===== config.mk =====
export PLATFORM = sky130hd
export DESIGN_NAME = mfpd_top
export DESIGN_NICKNAME = d
export VERILOG_FILES = /design/src/rtl/mfpd_sync.v /design/src/rtl/mfpd_top.v
export VERILOG_INCLUDE_DIRS = /design/src /design/src/rtl
export SDC_FILE = /design/constraint.sdc
export NUM_CORES = 1
export LEC_CHECK = 0
export BUFFER_PORTS_ARGS = -buffer_cell sky130_fd_sc_hd__buf_2
export CORE_UTILIZATION = 54
export DETAILED_ROUTE_END_ITERATION = 6
export PLACE_DENSITY = 0.79
export REMOVE_ABC_BUFFERS = 1
export SLEW_MARGIN = 20
export SYNTH_ARGS = -nofsm -noshare
export SYNTH_HDL_FRONTEND = slang
export SYNTH_SLANG_ARGS = --single-unit

===== constraint.sdc =====
create_clock -name clk_sys -period 2.34 [get_ports clk_sys]
set_input_delay 0.234 -clock clk_sys [delete_from_list [all_inputs] [get_ports clk_sys]]
set_output_delay 0.234 -clock clk_sys [all_outputs]
set_load 0.02 [all_outputs]

===== src/rtl/mfpd_regs.vh =====
// Behaviour
// - With the direction bit clear, the pin is an input; low code bits select its function.
// - Code 0x01: pin assertion acts as the I/O update bit, 0x0005 bit 0.
// - Code 0x02: pin acts as full power-down, 0x0A00 bit 0.
// - Code 0x03: pin clears the watchdog, 0x0A03 bit 0.
// - Code 0x04: pin clears all pending interrupts, 0x0A03 bit 1.
// - Code 0x05: pin resets tuning word history, 0x0A03 bit 2.
// - Code 0x10: pin forces user holdover, 0x0A01 bit 6.
// - Code 0x11: pin forces user free run, 0x0A01 bit 5.
// - Code 0x12: pin resets incremental phase offset, 0x0A0A bit 2.
// - Code 0x13: pin steps phase offset up, 0x0A0A bit 0.
// - Code 0x14: pin steps phase offset down, 0x0A0A bit 1.
// - Codes 0x20 to 0x23 override reference monitors A to D, 0x0A0C bits 0-3.
// - Codes 0x30 to 0x33 force validation timeout A to D, 0x0A0B bits 0-3.
// - Codes 0x40 to 0x45 enable clock outputs 0 to 5 individually.
// - Code 0x46 enables all six clock outputs together.
// - Code 0x47 issues a soft sync of distribution outputs, 0x0A02 bit 1.
`ifndef MFPD_REGS_VH
`define MFPD_REGS_VH

// ----------------------------------------
// Register addresses.
// ----------------------------------------
`define MFPD_ADDR_CFG 16'h0000
`define MFPD_ADDR_IO_UPDATE 16'h0005
`define MFPD_ADDR_OUT_EN0 16'h0501
`define MFPD_ADDR_OUT_EN1 16'h0505
`define MFPD_ADDR_OUT_EN2 16'h0506
`define MFPD_ADDR_OUT_EN3 16'h050a
`define MFPD_ADDR_OUT_EN4 16'h050b
`define MFPD_ADDR_OUT_EN5 16'h050f
`define MFPD_ADDR_POWER 16'h0a00
`define MFPD_ADDR_LOOP_MODE 16'h0a01
`define MFPD_ADDR_SYNC 16'h0a02
`define MFPD_ADDR_CLEAR 16'h0a03
`define MFPD_ADDR_PHASE 16'h0a0a
`define MFPD_ADDR_VAL_TIMEOUT 16'h0a0b
`define MFPD_ADDR_MON_OVERRIDE 16'h0a0c
`define MFPD_ADDR_STATUS 16'h0a10

// ----------------------------------------
// Field positions and reset values.
// ----------------------------------------
`define MFPD_DIR_BIT 7
`define MFPD_BIT_HOLDOVER 6
`define MFPD_BIT_FREERUN 5
`define MFPD_BIT_SOFT_SYNC 1
`define MFPD_CFG_RESET 8'h00

// ----------------------------------------
// Input function codes.
// ----------------------------------------
`define MFPD_FN_IO_UPDATE 8'h01
`define MFPD_FN_POWER_DOWN 8'h02
`define MFPD_FN_CLR_WATCHDOG 8'h03
`define MFPD_FN_CLR_IRQ 8'h04
`define MFPD_FN_TW_RESET 8'h05
`define MFPD_FN_HOLDOVER 8'h10
`define MFPD_FN_FREERUN 8'h11
`define MFPD_FN_PH_RESET 8'h12
`define MFPD_FN_PH_INC 8'h13
`define MFPD_FN_PH_DEC 8'h14
`define MFPD_FN_MON_BASE 6'h08
`define MFPD_FN_VAL_BASE 6'h0c
`define MFPD_FN_OUT_BASE 5'h08
`define MFPD_FN_OUT_ALL 8'h46
`define MFPD_FN_SOFT_SYNC 8'h47

`endif


===== src/rtl/mfpd_sync.v =====
`timescale 1ns/1ns
`default_nettype none

// ----------------------------------------
// Two-stage synchroniser with rising-edge pulse.
// ----------------------------------------
module mfpd_sync (
	input wire clk_sys,
	input wire resetn,
	input wire din,
	output reg level,
	output reg rise
);
	reg meta;
	always @(posedge clk_sys) begin
		if (!resetn) begin
			meta <= 1'b0;
			level <= 1'b0;
			rise <= 1'b0;
		end else begin
			meta <= din;
			level <= meta;
			rise <= meta & ~level;
		end
	end
endmodule // mfpd_sync

`default_nettype wire


===== src/rtl/mfpd_top.v =====
// The implementer's own choices: the register offsets and the address-and-strobe port.
`timescale 1ns/1ns
`default_nettype none
`include "mfpd_regs.vh"

module mfpd_top (
	input wire clk_sys,
	input wire resetn,
	input wire [15:0] addr,
	input wire [7:0] wdata,
	input wire wr,
	input wire rd,
	output reg [7:0] rdata,
	input wire pin_in,
	output reg io_update,
	output reg power_down,
	output reg clr_watchdog,
	output reg clr_irq,
	output reg tw_history_reset,
	output reg user_holdover,
	output reg user_freerun,
	output reg phase_reset,
	output reg phase_inc,
	output reg phase_dec,
	output reg [3:0] ref_mon_override,
	output reg [3:0] force_val_timeout,
	output reg [5:0] clock_output_en,
	output reg soft_sync
);

	// ----------------------------------------
	// Pin synchroniser.
	// ----------------------------------------
	wire pin_lvl;
	wire pin_rise;
	mfpd_sync u_sync (
		.clk_sys(clk_sys),
		.resetn(resetn),
		.din(pin_in),
		.level(pin_lvl),
		.rise(pin_rise)
	);

	// ----------------------------------------
	// Software control registers.
	// ----------------------------------------
	reg [7:0] cfg;
	reg sw_power;
	reg sw_holdover;
	reg sw_freerun;
	reg [3:0] sw_mon;
	reg [3:0] sw_val;
	reg [5:0] sw_out;
	wire pin_dir_select_bit;
	wire is_input;
	assign pin_dir_select_bit = cfg[`MFPD_DIR_BIT];
	assign is_input = ~pin_dir_select_bit;

	// ----------------------------------------
	// Software write strobes.
	// ----------------------------------------
	wire w_io;
	wire w_clear;
	wire w_phase;
	wire w_sync;
	wire w_cfg;
	wire w_power;
	wire w_loop;
	wire w_mon;
	wire w_val;
	wire [5:0] w_out;

	assign w_io = wr && addr == `MFPD_ADDR_IO_UPDATE;
	assign w_clear = wr && addr == `MFPD_ADDR_CLEAR;
	assign w_phase = wr && addr == `MFPD_ADDR_PHASE;
	assign w_sync = wr && addr == `MFPD_ADDR_SYNC;
	assign w_cfg = wr && addr == `MFPD_ADDR_CFG;
	assign w_power = wr && addr == `MFPD_ADDR_POWER;
	assign w_loop = wr && addr == `MFPD_ADDR_LOOP_MODE;
	assign w_mon = wr && addr == `MFPD_ADDR_MON_OVERRIDE;
	assign w_val = wr && addr == `MFPD_ADDR_VAL_TIMEOUT;
	assign w_out[0] = wr && addr == `MFPD_ADDR_OUT_EN0;
	assign w_out[1] = wr && addr == `MFPD_ADDR_OUT_EN1;
	assign w_out[2] = wr && addr == `MFPD_ADDR_OUT_EN2;
	assign w_out[3] = wr && addr == `MFPD_ADDR_OUT_EN3;
	assign w_out[4] = wr && addr == `MFPD_ADDR_OUT_EN4;
	assign w_out[5] = wr && addr == `MFPD_ADDR_OUT_EN5;

	// ----------------------------------------
	// Stored control bits.
	// ----------------------------------------
	always @(posedge clk_sys) begin
		if (!resetn) begin
			cfg <= `MFPD_CFG_RESET;
		end else if (w_cfg) begin
			cfg <= wdata;
		end
	end

	always @(posedge clk_sys) begin
		if (!resetn) begin
			sw_power <= 1'b0;
		end else if (w_power) begin
			sw_power <= wdata[0];
		end
	end

	always @(posedge clk_sys) begin
		if (!resetn) begin
			sw_holdover <= 1'b0;
			sw_freerun <= 1'b0;
		end else if (w_loop) begin
			sw_holdover <= wdata[`MFPD_BIT_HOLDOVER];
			sw_freerun <= wdata[`MFPD_BIT_FREERUN];
		end
	end

	always @(posedge clk_sys) begin
		if (!resetn) begin
			sw_mon <= 4'h0;
		end else if (w_mon) begin
			sw_mon <= wdata[3:0];
		end
	end

	always @(posedge clk_sys) begin
		if (!resetn) begin
			sw_val <= 4'h0;
		end else if (w_val) begin
			sw_val <= wdata[3:0];
		end
	end

	always @(posedge clk_sys) begin
		if (!resetn) begin
			sw_out <= 6'h00;
		end else begin
			if (w_out[0]) sw_out[0] <= wdata[0];
			if (w_out[1]) sw_out[1] <= wdata[0];
			if (w_out[2]) sw_out[2] <= wdata[0];
			if (w_out[3]) sw_out[3] <= wdata[0];
			if (w_out[4]) sw_out[4] <= wdata[0];
			if (w_out[5]) sw_out[5] <= wdata[0];
		end
	end

	// ----------------------------------------
	// Pin function decode.
	// ----------------------------------------
	wire [7:0] fn = is_input ? cfg : 8'hff;
	wire lvl_on = pin_lvl;
	wire edge_on = pin_rise;
	reg [3:0] pin_mon;
	reg [3:0] pin_val;
	reg [5:0] pin_out;
	always @* begin
		pin_mon = 4'h0;
		pin_val = 4'h0;
		pin_out = 6'h00;
		if (fn[7:2] == `MFPD_FN_MON_BASE)
			pin_mon[fn[1:0]] = lvl_on;
		if (fn[7:2] == `MFPD_FN_VAL_BASE)
			pin_val[fn[1:0]] = lvl_on;
		if (fn[7:3] == `MFPD_FN_OUT_BASE && fn[2:0] < 3'h6)
			pin_out[fn[2:0]] = lvl_on;
		if (fn == `MFPD_FN_OUT_ALL)
			pin_out = {6{lvl_on}};
	end

	// ----------------------------------------
	// Pin level selects.
	// ----------------------------------------
	wire sel_power_down;
	wire sel_holdover;
	wire sel_freerun;

	assign sel_power_down = lvl_on & (fn == `MFPD_FN_POWER_DOWN);
	assign sel_holdover = lvl_on & (fn == `MFPD_FN_HOLDOVER);
	assign sel_freerun = lvl_on & (fn == `MFPD_FN_FREERUN);

	// ----------------------------------------
	// Pin edge selects.
	// ----------------------------------------
	wire sel_io_update;
	wire sel_clr_watchdog;
	wire sel_clr_irq;
	wire sel_tw_reset;
	wire sel_ph_reset;
	wire sel_ph_inc;
	wire sel_ph_dec;
	wire sel_soft_sync;

	assign sel_io_update = edge_on & (fn == `MFPD_FN_IO_UPDATE);
	assign sel_clr_watchdog = edge_on & (fn == `MFPD_FN_CLR_WATCHDOG);
	assign sel_clr_irq = edge_on & (fn == `MFPD_FN_CLR_IRQ);
	assign sel_tw_reset = edge_on & (fn == `MFPD_FN_TW_RESET);
	assign sel_ph_reset = edge_on & (fn == `MFPD_FN_PH_RESET);
	assign sel_ph_inc = edge_on & (fn == `MFPD_FN_PH_INC);
	assign sel_ph_dec = edge_on & (fn == `MFPD_FN_PH_DEC);
	assign sel_soft_sync = edge_on & (fn == `MFPD_FN_SOFT_SYNC);

	// ----------------------------------------
	// Next output values; software and pin have equal effect.
	// ----------------------------------------
	reg next_io_update;
	reg next_power_down;
	reg next_clr_watchdog;
	reg next_clr_irq;
	reg next_tw_history_reset;
	reg next_user_holdover;
	reg next_user_freerun;
	reg next_phase_reset;
	reg next_phase_inc;
	reg next_phase_dec;
	reg [3:0] next_ref_mon_override;
	reg [3:0] next_force_val_timeout;
	reg [5:0] next_clock_output_en;
	reg next_soft_sync;

	always @* begin
		next_io_update = (w_io & wdata[0]) | sel_io_update;
		next_power_down = sw_power | sel_power_down;
		next_clr_watchdog = (w_clear & wdata[0]) | sel_clr_watchdog;
		next_clr_irq = (w_clear & wdata[1]) | sel_clr_irq;
		next_tw_history_reset = (w_clear & wdata[2]) | sel_tw_reset;
		next_user_holdover = sw_holdover | sel_holdover;
		next_user_freerun = sw_freerun | sel_freerun;
		next_phase_reset = (w_phase & wdata[2]) | sel_ph_reset;
		next_phase_inc = (w_phase & wdata[0]) | sel_ph_inc;
		next_phase_dec = (w_phase & wdata[1]) | sel_ph_dec;
		next_ref_mon_override = sw_mon | pin_mon;
		next_force_val_timeout = sw_val | pin_val;
		next_clock_output_en = sw_out | pin_out;
		next_soft_sync = (w_sync & wdata[`MFPD_BIT_SOFT_SYNC]) | sel_soft_sync;
	end

	// ----------------------------------------
	// Output flops.
	// ----------------------------------------
	always @(posedge clk_sys) begin
		if (!resetn) begin
			io_update <= 1'b0;
			power_down <= 1'b0;
			clr_watchdog <= 1'b0;
			clr_irq <= 1'b0;
			tw_history_reset <= 1'b0;
			user_holdover <= 1'b0;
			user_freerun <= 1'b0;
			phase_reset <= 1'b0;
			phase_inc <= 1'b0;
			phase_dec <= 1'b0;
			ref_mon_override <= 4'h0;
			force_val_timeout <= 4'h0;
			clock_output_en <= 6'h00;
			soft_sync <= 1'b0;
		end else begin
			io_update <= next_io_update;
			power_down <= next_power_down;
			clr_watchdog <= next_clr_watchdog;
			clr_irq <= next_clr_irq;
			tw_history_reset <= next_tw_history_reset;
			user_holdover <= next_user_holdover;
			user_freerun <= next_user_freerun;
			phase_reset <= next_phase_reset;
			phase_inc <= next_phase_inc;
			phase_dec <= next_phase_dec;
			ref_mon_override <= next_ref_mon_override;
			force_val_timeout <= next_force_val_timeout;
			clock_output_en <= next_clock_output_en;
			soft_sync <= next_soft_sync;
		end
	end

	// ----------------------------------------
	// Read port.
	// ----------------------------------------
	reg [7:0] next_rdata;

	always @* begin
		next_rdata = 8'h00;
		if (rd) begin
			case (addr)
			`MFPD_ADDR_CFG: next_rdata = cfg;
			`MFPD_ADDR_POWER: next_rdata = {7'h00, sw_power};
			`MFPD_ADDR_LOOP_MODE: next_rdata = {1'b0, sw_holdover, sw_freerun, 5'h00};
			`MFPD_ADDR_MON_OVERRIDE: next_rdata = {4'h0, sw_mon};
			`MFPD_ADDR_VAL_TIMEOUT: next_rdata = {4'h0, sw_val};
			`MFPD_ADDR_OUT_EN0: next_rdata = {7'h00, sw_out[0]};
			`MFPD_ADDR_OUT_EN1: next_rdata = {7'h00, sw_out[1]};
			`MFPD_ADDR_OUT_EN2: next_rdata = {7'h00, sw_out[2]};
			`MFPD_ADDR_OUT_EN3: next_rdata = {7'h00, sw_out[3]};
			`MFPD_ADDR_OUT_EN4: next_rdata = {7'h00, sw_out[4]};
			`MFPD_ADDR_OUT_EN5: next_rdata = {7'h00, sw_out[5]};
			`MFPD_ADDR_STATUS: next_rdata = {7'h00, pin_lvl};
			default: next_rdata = 8'h00;
			endcase
		end
	end

	always @(posedge clk_sys) begin
		if (!resetn) begin
			rdata <= 8'h00;
		end else begin
			rdata <= next_rdata;
		end
	end
endmodule // mfpd_top

`default_nettype wire


==> impl_metrics.ini, run 1 <==
[floorplan]
core_sq_mm = 0.00485
die_h_microns = 73.8
initial_core_util_pct = 57.4
die-area_sq_mm = 0.00545
die_w_microns = 73.8
io_pins = 62
rows = 25

[layout]
drive_above_1_share_pct = 23.4
fin_nets = 408
syn2layout_area_growth_pct = 20.2
final_cell_mix = dfxtp_1, buf_2, nor2b_1, nand2_1, nor2_1
diodes = 0
final_util_pct = 69.0

[worst_setup_path]
cp-start-kind = input pin
worstSetupPathType = in2reg
required_ns = 2.61
cp-end-kind = flip-flop
r2r_slack_ns = 0.67
critical_path_arrival_ns = 2.12
crit_fanout = 6

[status]
outcome = finished clean

[yosys]
synth_compound_area_share_pct = 15.2
yosys.area_share.simple_pct = 32.0
ys_ff_latch = 61
synth_top_family_by_area = simple AND/OR/NAND/NOR gates
synth_cell_types = 39
yosys_warnings = 0
synth_edf_count = 0
async_flop_share_pct = 0
synth.cell_area_sq_mm = 0.00278
yosys.area_share.adder_pct = 0
synth.area.mux_share_pct = 6.11
synthXorXnorAreaFrac_pct = 0.315
syn-mean-instance-area_sq_um = 8.75
syn_inst = 318
ys.flop_type = dfxtp_1
ys_seq_area_share_pct = 43.9

[grt]
globalRouteTotalUtil_pct = 30.7
gr-total-overflow = 0
antenna_found_initial = 0
first_global_vias = 2479
grt_pass1_wl_mm = 12.2
grt_start_max_net_pins = 42

[detailed_routing]
vias = 2737
antenna_left = 0
dr.pass1.iters = 6
drt_iter0_markers = 300
drt-total-wl_mm = 7.70
wl_per_cell_microns = 17.1
via_per_inst = 6.07
route.detailed.drc = 0

[cts]
path_clk_slew_ns = 0.06
clock_path_buffers = 2
clock_latency_ns = 0.34
cts-root-buf = clkbuf_8
ctsResizeCount = 0
ctsHoldBuffers = 0
cts_setup_buffers = 0
cts_made_buffers = 9
htree_levels = 3
cts_tree = done
clock_sinks = 61

[hold_path]
hp-class = in2reg

[sta]
min_period_over_period_pct = 79.3
slew-limit-headroom_pct = 47.3
rsz0062_at_grt = false
setup_viol = 0
maxSlewViolCount = 0
finalClockSkew_ns = 0.00770
worstMarginPinSlew_ns = 0.779
timing.final.crit_period_ns = 1.85
hold_viol = 0
fmax_mhz = 539
tns_ns = 0

[pwr]
peakVddDrop_v = 0.000403
seqPwrFrac_pct = 50.7
switchingPower_w = 0.000462
power.internal_w = 0.00160
p_leak_nw = 1.29
power_density_mw_per_mm2 = 616
swShare_pct = 22.4
p_clk_share_pct = 44.3
power_frac_comb_pct = 5.0

[run]
cap_violations = 0

[place]
hpwlAfterDp_mm = 5.36
routabilityCongestion = 0.922
portBuffers = 61
==> final timing paths <==
kind / end / cells after the start / start
setup / recovery: rdata[2] / 6 / addr[4]
hold / removal: u_sync.meta / 2 / pin_in
setup reg to reg: soft_sync / 5 / cfg[7]
hold reg to reg: u_sync.level / 1 / u_sync.meta
==> cell families (layout without fill, tap and decap cells) <==
family / count (synthesis) / after routing
AOI/OAI and AO/OA: 63 / 63
xor gates and xnor gates: 1 / 1
buffers and inverters: 19 / 85
DFF: 61 / 61
muxes: 17 / 17
and+or+nand+nor: 157 / 157
==> power groups by stage <==
stage	Clock, W	Sequential [W]	Combinational (W)
floorplan	0	0.00107	0.0000345
global placement	0	0.00107	0.0000981
detailed placement	0	0.00107	0.0000989
CTS	0.000928	0.00104	0.0000998
global route	0.000974	0.00104	0.000109
finish	0.000914	0.00104	0.000102
==> metrics by stage <==
stage | hold slack [ns] | cells | cell area [sq um] | setup slack (ns) | total power (W)
2_1_floorplan | 0.352 | 301 | 2720 | 0.476 | 0.00110
3_3_place_gp | 0.431 | 435 | 3150 | 0.230 | 0.00117
3_5_place_dp | 0.445 | 435 | 3150 | 0.144 | 0.00117
4_1_cts | 0.0855 | 451 | 3350 | 0.514 | 0.00207
5_1_grt | 0.0844 | 451 | 3350 | 0.352 | 0.00213
6_report | 0.0965 | 451 | 3350 | 0.485 | 0.00206
==> per-layer routing <==
metal / share of wire (%) / GRT usage, % / routed length (microns) / vias up
met5: 0 / 0 / 0 / -
met1: 39 / 36.5 / 3020 / 1251
li1: - / - / - / 1276
met3: 11 / 10.8 / 826 / 39
met4: 4.0 / 14.5 / 308 / 0
met2: 46 / 49.4 / 3540 / 171
==> Yosys cell counts (3+ instances only) <==
cell type  number  share of area, %
a21boi_0       14               3.8
a21oi_1        11               2.0
a22oi_1         9               2.4
a31oi_1         8               1.8
and2_1          6               1.3
and4_1          4               1.3
clkbuf_1       17               2.3
dfxtp_1        61                44
mux2i_1        17               6.1
nand2_1        26               3.5
nand3_1         9               1.6
nand4_1         9               2.0
nand4b_1        3              0.94
nor2_1         21               2.8
nor2b_1        35               7.9
nor3_1         16               2.9
nor3b_1         3              0.81
nor4_1          3              0.67
o21a_1          4               1.1
o21ai_0         9               1.6
or2_2           5               1.1
or3_1           3              0.67
==> cell type report <==
type,count,area (sq um)
sequential,61,1220
tap,67,83.8
inverter,2,7.51
timing repair buffer,67,350
clock buffer,12,145
fill,391,1500
clock inverter,4,47.5
multi-input combinational,238,1490
==> worst max-delay path, cell delays in order <==
cell and delay (ns):
buf_2 0.12, or4_4 0.56, or4b_4 0.57, a31oi_1 0.19, o311ai_1 0.23, a21oi_1 0.21
==> flip-flops by register name, indices dropped and copies added (netlist names), 4 cells and up <==
| name | count |
|---|---|
| cfg | 8 |
| clock_output_en | 6 |
| force_val_timeout | 4 |
| rdata | 8 |
| ref_mon_override | 4 |
| sw_mon | 4 |
| sw_out | 6 |
| sw_val | 4 |
No activity file was read; power rests on OpenSTA's default activity.
==> run 2: changes to the inputs <==
Settings changed: CORE_UTILIZATION 54 to 48, PLACE_DENSITY 0.79 to 0.74.
Clock period 2.34 ns to 1.55 ns, I/O delays scaled along.
==> impl_metrics.ini, run 2 (same netlist as run 1, synthesis figures left out) <==
[status]
outcome = finished, violations left
failed_checks = setup timing

[worst_setup_path]
crit_buf_inv = 1
reg2reg_depth = 4
critPathTopFamily = simple AND/OR/NAND/NOR gates
required_ns = 1.82
crit_fanout = 6
path_depth = 6
cp-start-kind = input pin
worstSetupPathType = in2reg
endpoint = rdata[3]
critPathMaxStageDelay_ns = 0.59
path_cells = buf_6 -> or4_4 -> or4b_4 -> a31oi_4 -> o311ai_4 -> a21oi_1
r2r_slack_ns = 0.12
critical_path_arrival_ns = 1.88
cp-startpoint = addr[4]
cp-end-kind = flip-flop
worstReg2RegStart = cfg[7]
r2r-end = ref_mon_override[3]
crit_slowest_cell = or4b_4

[layout]
final_common_cell = dfxtp_1
largestRegisters = cfg x8, rdata x8
syn2layout_area_growth_pct = 39.8
final_area_sq_mm = 0.00389
final_cell_mix = dfxtp_1, buf_2, buf_4, nor2b_1, nand2_1
fin_nets = 455
diodes = 0
fin_cells = 503
drive_above_1_share_pct = 36.7

[sta]
hold_viol = 0
setup_viol = 8
tns_ns = -0.319
timing.final.crit_period_ns = 1.61
min_period_over_period_pct = 104
maxSlewViolCount = 0
finalClockSkew_ns = 0.0105
finalWorstSetupSlack_ns = -0.0629
slew-limit-headroom_pct = 70.0
fmax_mhz = 620
worstMarginPinSlew_ns = 0.447
rsz0062_at_grt = true

[grt]
grt_pass1_wl_mm = 13.5
antenna_found_initial = 0
globalRouteTotalUtil_pct = 29.1
gr-total-overflow = 0
grt_start_max_net_pins = 25
first_global_vias = 2796

[floorplan]
die-area_sq_mm = 0.00611
core_sq_mm = 0.00554
io_pins = 62
rows = 27
initial_core_util_pct = 50.2
die_w_microns = 78.2
die_h_microns = 78.2

[detailed_routing]
vias = 2864
drt-total-wl_mm = 8.49
via_per_inst = 5.69
route.detailed.drc = 0
antenna_left = 0
wl_per_cell_microns = 16.9
dr.pass1.iters = 5
drt_iter0_markers = 271

[place]
routabilityCongestion = 0.956
place_area_sq_mm = 0.00352
portBuffers = 61
placed_cells = 486
hpwlAfterDp_mm = 6.19

[hold_path]
hp-start = pin_in
hp-class = in2reg

[pwr]
p_leak_nw = 1.56
peakVddDrop_v = 0.000841
power_density_mw_per_mm2 = 871
p_total_w = 0.00339

[cts]
clock_sinks = 61
cts-root-buf = clkbuf_8
path_clk_slew_ns = 0.07
cts_made_buffers = 9
clock_path_buffers = 2
cts_tree = done
clock_latency_ns = 0.34
htree_levels = 3
ctsHoldBuffers = 0

[run]
cap_violations = 0
run 2: cell types whose count changed in the layout (fill, tap and decap cells not counted), moves of 3 or more:
| cell | change |
|---|---|
| nor3_1 | -3 |
| o21ai_1 | +6 |
| buf_4 | +44 |
| a21boi_1 | +5 |
| nor3_2 | +3 |
| a21boi_0 | -6 |
| buf_6 | +4 |
| o21ai_0 | -6 |
| nor2_1 | -4 |
| nor2_4 | +3 |
run 2: per-layer routing:
metal	up-vias	track usage, %	share of wire (%)
met5	-	0	0
met4	0	15.9	4.1
met3	33	5.81	6.7
met2	131	48.7	48
met1	1339	35.0	41
li1	1361	-	-
run 2: cell type report:
type,count,area (sq um)
Fill cell,436,1650
Multi-Input combinational cell,238,1610
Sequential cell,61,1220
Timing Repair Buffer,114,736
Clock buffer,9,124
Clock inverter,7,98.8
Tap cell,72,90.1
Inverter,2,7.51
run 2: worst register-to-register path, cell delays in order, from the launching register on:
cell and delay, ns:
dfxtp_2 0.38, nor2_1 0.23, nand4b_1 0.23, nor3b_1 0.39
o21a_1 0.15
run 2: worst min-delay path by stage:
stage / endpoint / cells after the start / slack [ns]
floorplan: ref_mon_override[0] / 1 / 0.27
global placement: u_sync.meta / 2 / 0.36
detailed placement: u_sync.meta / 2 / 0.37
CTS: u_sync.meta / 2 / 0.02
global route: u_sync.meta / 2 / 0.02
finish: u_sync.meta / 2 / 0.02
run 2: power breakdown:
group	switching (W)	total (W)	internal, W
Clock	0.000682	0.00159	0.000912
Combinational	0.000113	0.000220	0.000107
Sequential	0.00000452	0.00157	0.00157
run 2: stage by stage:
stage          setup WS [ns]  hold slack [ns]  util [%]
4_1_cts              -0.0169           0.0229      68.7
3_5_place_dp          -0.522            0.374      63.5
2_1_floorplan         -0.235            0.273         -
5_1_grt              -0.0992           0.0175      70.2
6_report             -0.0629           0.0180      70.2
3_3_place_gp          -0.422            0.362      63.5
run 2: repair_timing:
item | 4_1_cts | 5_1_grt
resized for setup | 18 | 23
setup endpoints to repair | 14 | 30
buffers inserted | 0 | 1
pin swaps | 7 | 6
==> run 3: changes to the inputs <==
Settings changed: SETUP_SLACK_MARGIN set to 0.2.
==> impl_metrics.ini, run 3 (same netlist as run 1, synthesis figures left out) <==
[sta]
slew-limit-headroom_pct = 68.2
fmax_mhz = 617
hold_viol = 0
setup_viol = 8
rsz0062_at_grt = true
tns_ns = -0.357
maxSlewViolCount = 0
finalClockSkew_ns = 0.0128
finalWorstSetupSlack_ns = -0.0699
worstMarginPinSlew_ns = 0.475
min_period_over_period_pct = 105
timing.final.crit_period_ns = 1.62

[detailed_routing]
antenna_left = 0
wl_per_cell_microns = 16.9
drt-total-wl_mm = 8.53
vias = 2895
dr.pass1.iters = 6
via_per_inst = 5.72
route.detailed.drc = 0
drt_iter0_markers = 245

[cts]
htree_levels = 3
cts_tree = done
clock_latency_ns = 0.35
path_clk_slew_ns = 0.07
cts-root-buf = clkbuf_8
ctsHoldBuffers = 0
clock_sinks = 61
clock_path_buffers = 2
cts_made_buffers = 9

[worst_setup_path]
critPathTopFamily = simple AND/OR/NAND/NOR gates
cp-end-kind = flip-flop
critPathMaxStageDelay_ns = 0.59
crit_buf_inv = 1
cp-start-kind = input pin
crit_fanout = 6
critical_path_arrival_ns = 1.89
path_cells = buf_6 -> or4_4 -> or4b_4 -> a31oi_4 -> o311ai_4 -> a21oi_1
required_ns = 1.82
crit_slowest_cell = or4b_4
worstSetupPathType = in2reg

[place]
hpwlAfterDp_mm = 6.19
routabilityCongestion = 0.956
portBuffers = 61
placed_cells = 486

[layout]
syn2layout_area_growth_pct = 45.1
fill_cells = 414
diodes = 0
drive_above_1_share_pct = 41.2
final_common_cell = buf_2
fin_nets = 458
largestRegisters = cfg x8, rdata x8
fin_cells = 506
final_util_pct = 72.9
final_cell_mix = buf_2, dfxtp_1, buf_4, nor2b_1, nand2_1

[grt]
globalRouteTotalUtil_pct = 29.2
first_global_vias = 2773
antenna_found_initial = 0
grt_start_max_net_pins = 25
grt_pass1_wl_mm = 13.6
gr-total-overflow = 0

[status]
failed_checks = setup timing
outcome = finished, violations left

[hold_path]
hp-class = in2reg

[pwr]
peakVddDrop_v = 0.000847
p_total_w = 0.00339
power_density_mw_per_mm2 = 840
p_leak_nw = 1.61

[floorplan]
initial_core_util_pct = 50.2
die-area_sq_mm = 0.00611
die_w_microns = 78.2
io_pins = 62
die_h_microns = 78.2
rows = 27
core_sq_mm = 0.00554

[run]
cap_violations = 0
## run 3: cell types whose count changed in the layout (fill, tap and decap cells not counted), sizes merged
| cell | delta |
|---|---|
| buf | +3 |
## run 3: per-stage QoR
step           hold WS [ns]  area, sq um  worst slack (ns)
6_report             0.0192         4040           -0.0699
5_1_grt              0.0175         4040            -0.105
4_1_cts              0.0229         3870           -0.0163
3_5_place_dp          0.374         3520            -0.522
3_3_place_gp          0.362         3520            -0.422
2_1_floorplan         0.273         2720            -0.235
## run 3: worst reg2reg max path, cell delays in order (launching register included)
cell and delay, ns:
dfxtp_1 0.41, nor2_1 0.20, nand4b_1 0.19, buf_4 0.19
nor2_1 0.17, o21a_1 0.13
## run 3: worst paths after layout
check                   start                   to  slack (ns)  depth (start not counted)
hold / removal         pin_in          u_sync.meta        0.02                          2
setup reg to reg       cfg[3]  ref_mon_override[2]        0.22                          5
hold reg to reg   u_sync.meta         u_sync.level        0.45                          1
setup / recovery      addr[4]             rdata[0]       -0.07                          6
## run 3: power by group
group | total [W] | switching (W) | internal [W]
Sequential | 0.00157 | 0.00000434 | 0.00157
Clock | 0.00160 | 0.000683 | 0.000913
Combinational | 0.000225 | 0.000116 | 0.000109
Total | 0.00339 | 0.000804 | 0.00259
## run 3: timing repair
item / CTS / global route
pin swaps: 13 / 10
endpoints found under the setup margin: 43 / 49
gates resized for setup: 34 / 39
setup buffers: 1 / 3
## run 3: layer usage
| layer | up-vias | track usage [%] | routed length, microns |
|---|---|---|---|
| met3 | 26 | 4.88 | 647 |
| met1 | 1352 | 35.9 | 3450 |
| met4 | 0 | 13.3 | 303 |
| met2 | 145 | 49.7 | 4130 |
| met5 | - | 0 | 0 |
| li1 | 1372 | - | - |
## run 3: final cells by class
cell class / count / area (sq um) / share of cell area, %
sequential: 61 / 1230 / 30.4
tap: 72 / 90.1 / 2.23
multi-input combinational: 238 / 1710 / 42.2
inverter: 2 / 7.51 / 0.186
timing repair buffer: 117 / 785 / 19.4
clock inverter: 7 / 98.8 / 2.45
clock buffer: 9 / 124 / 3.07
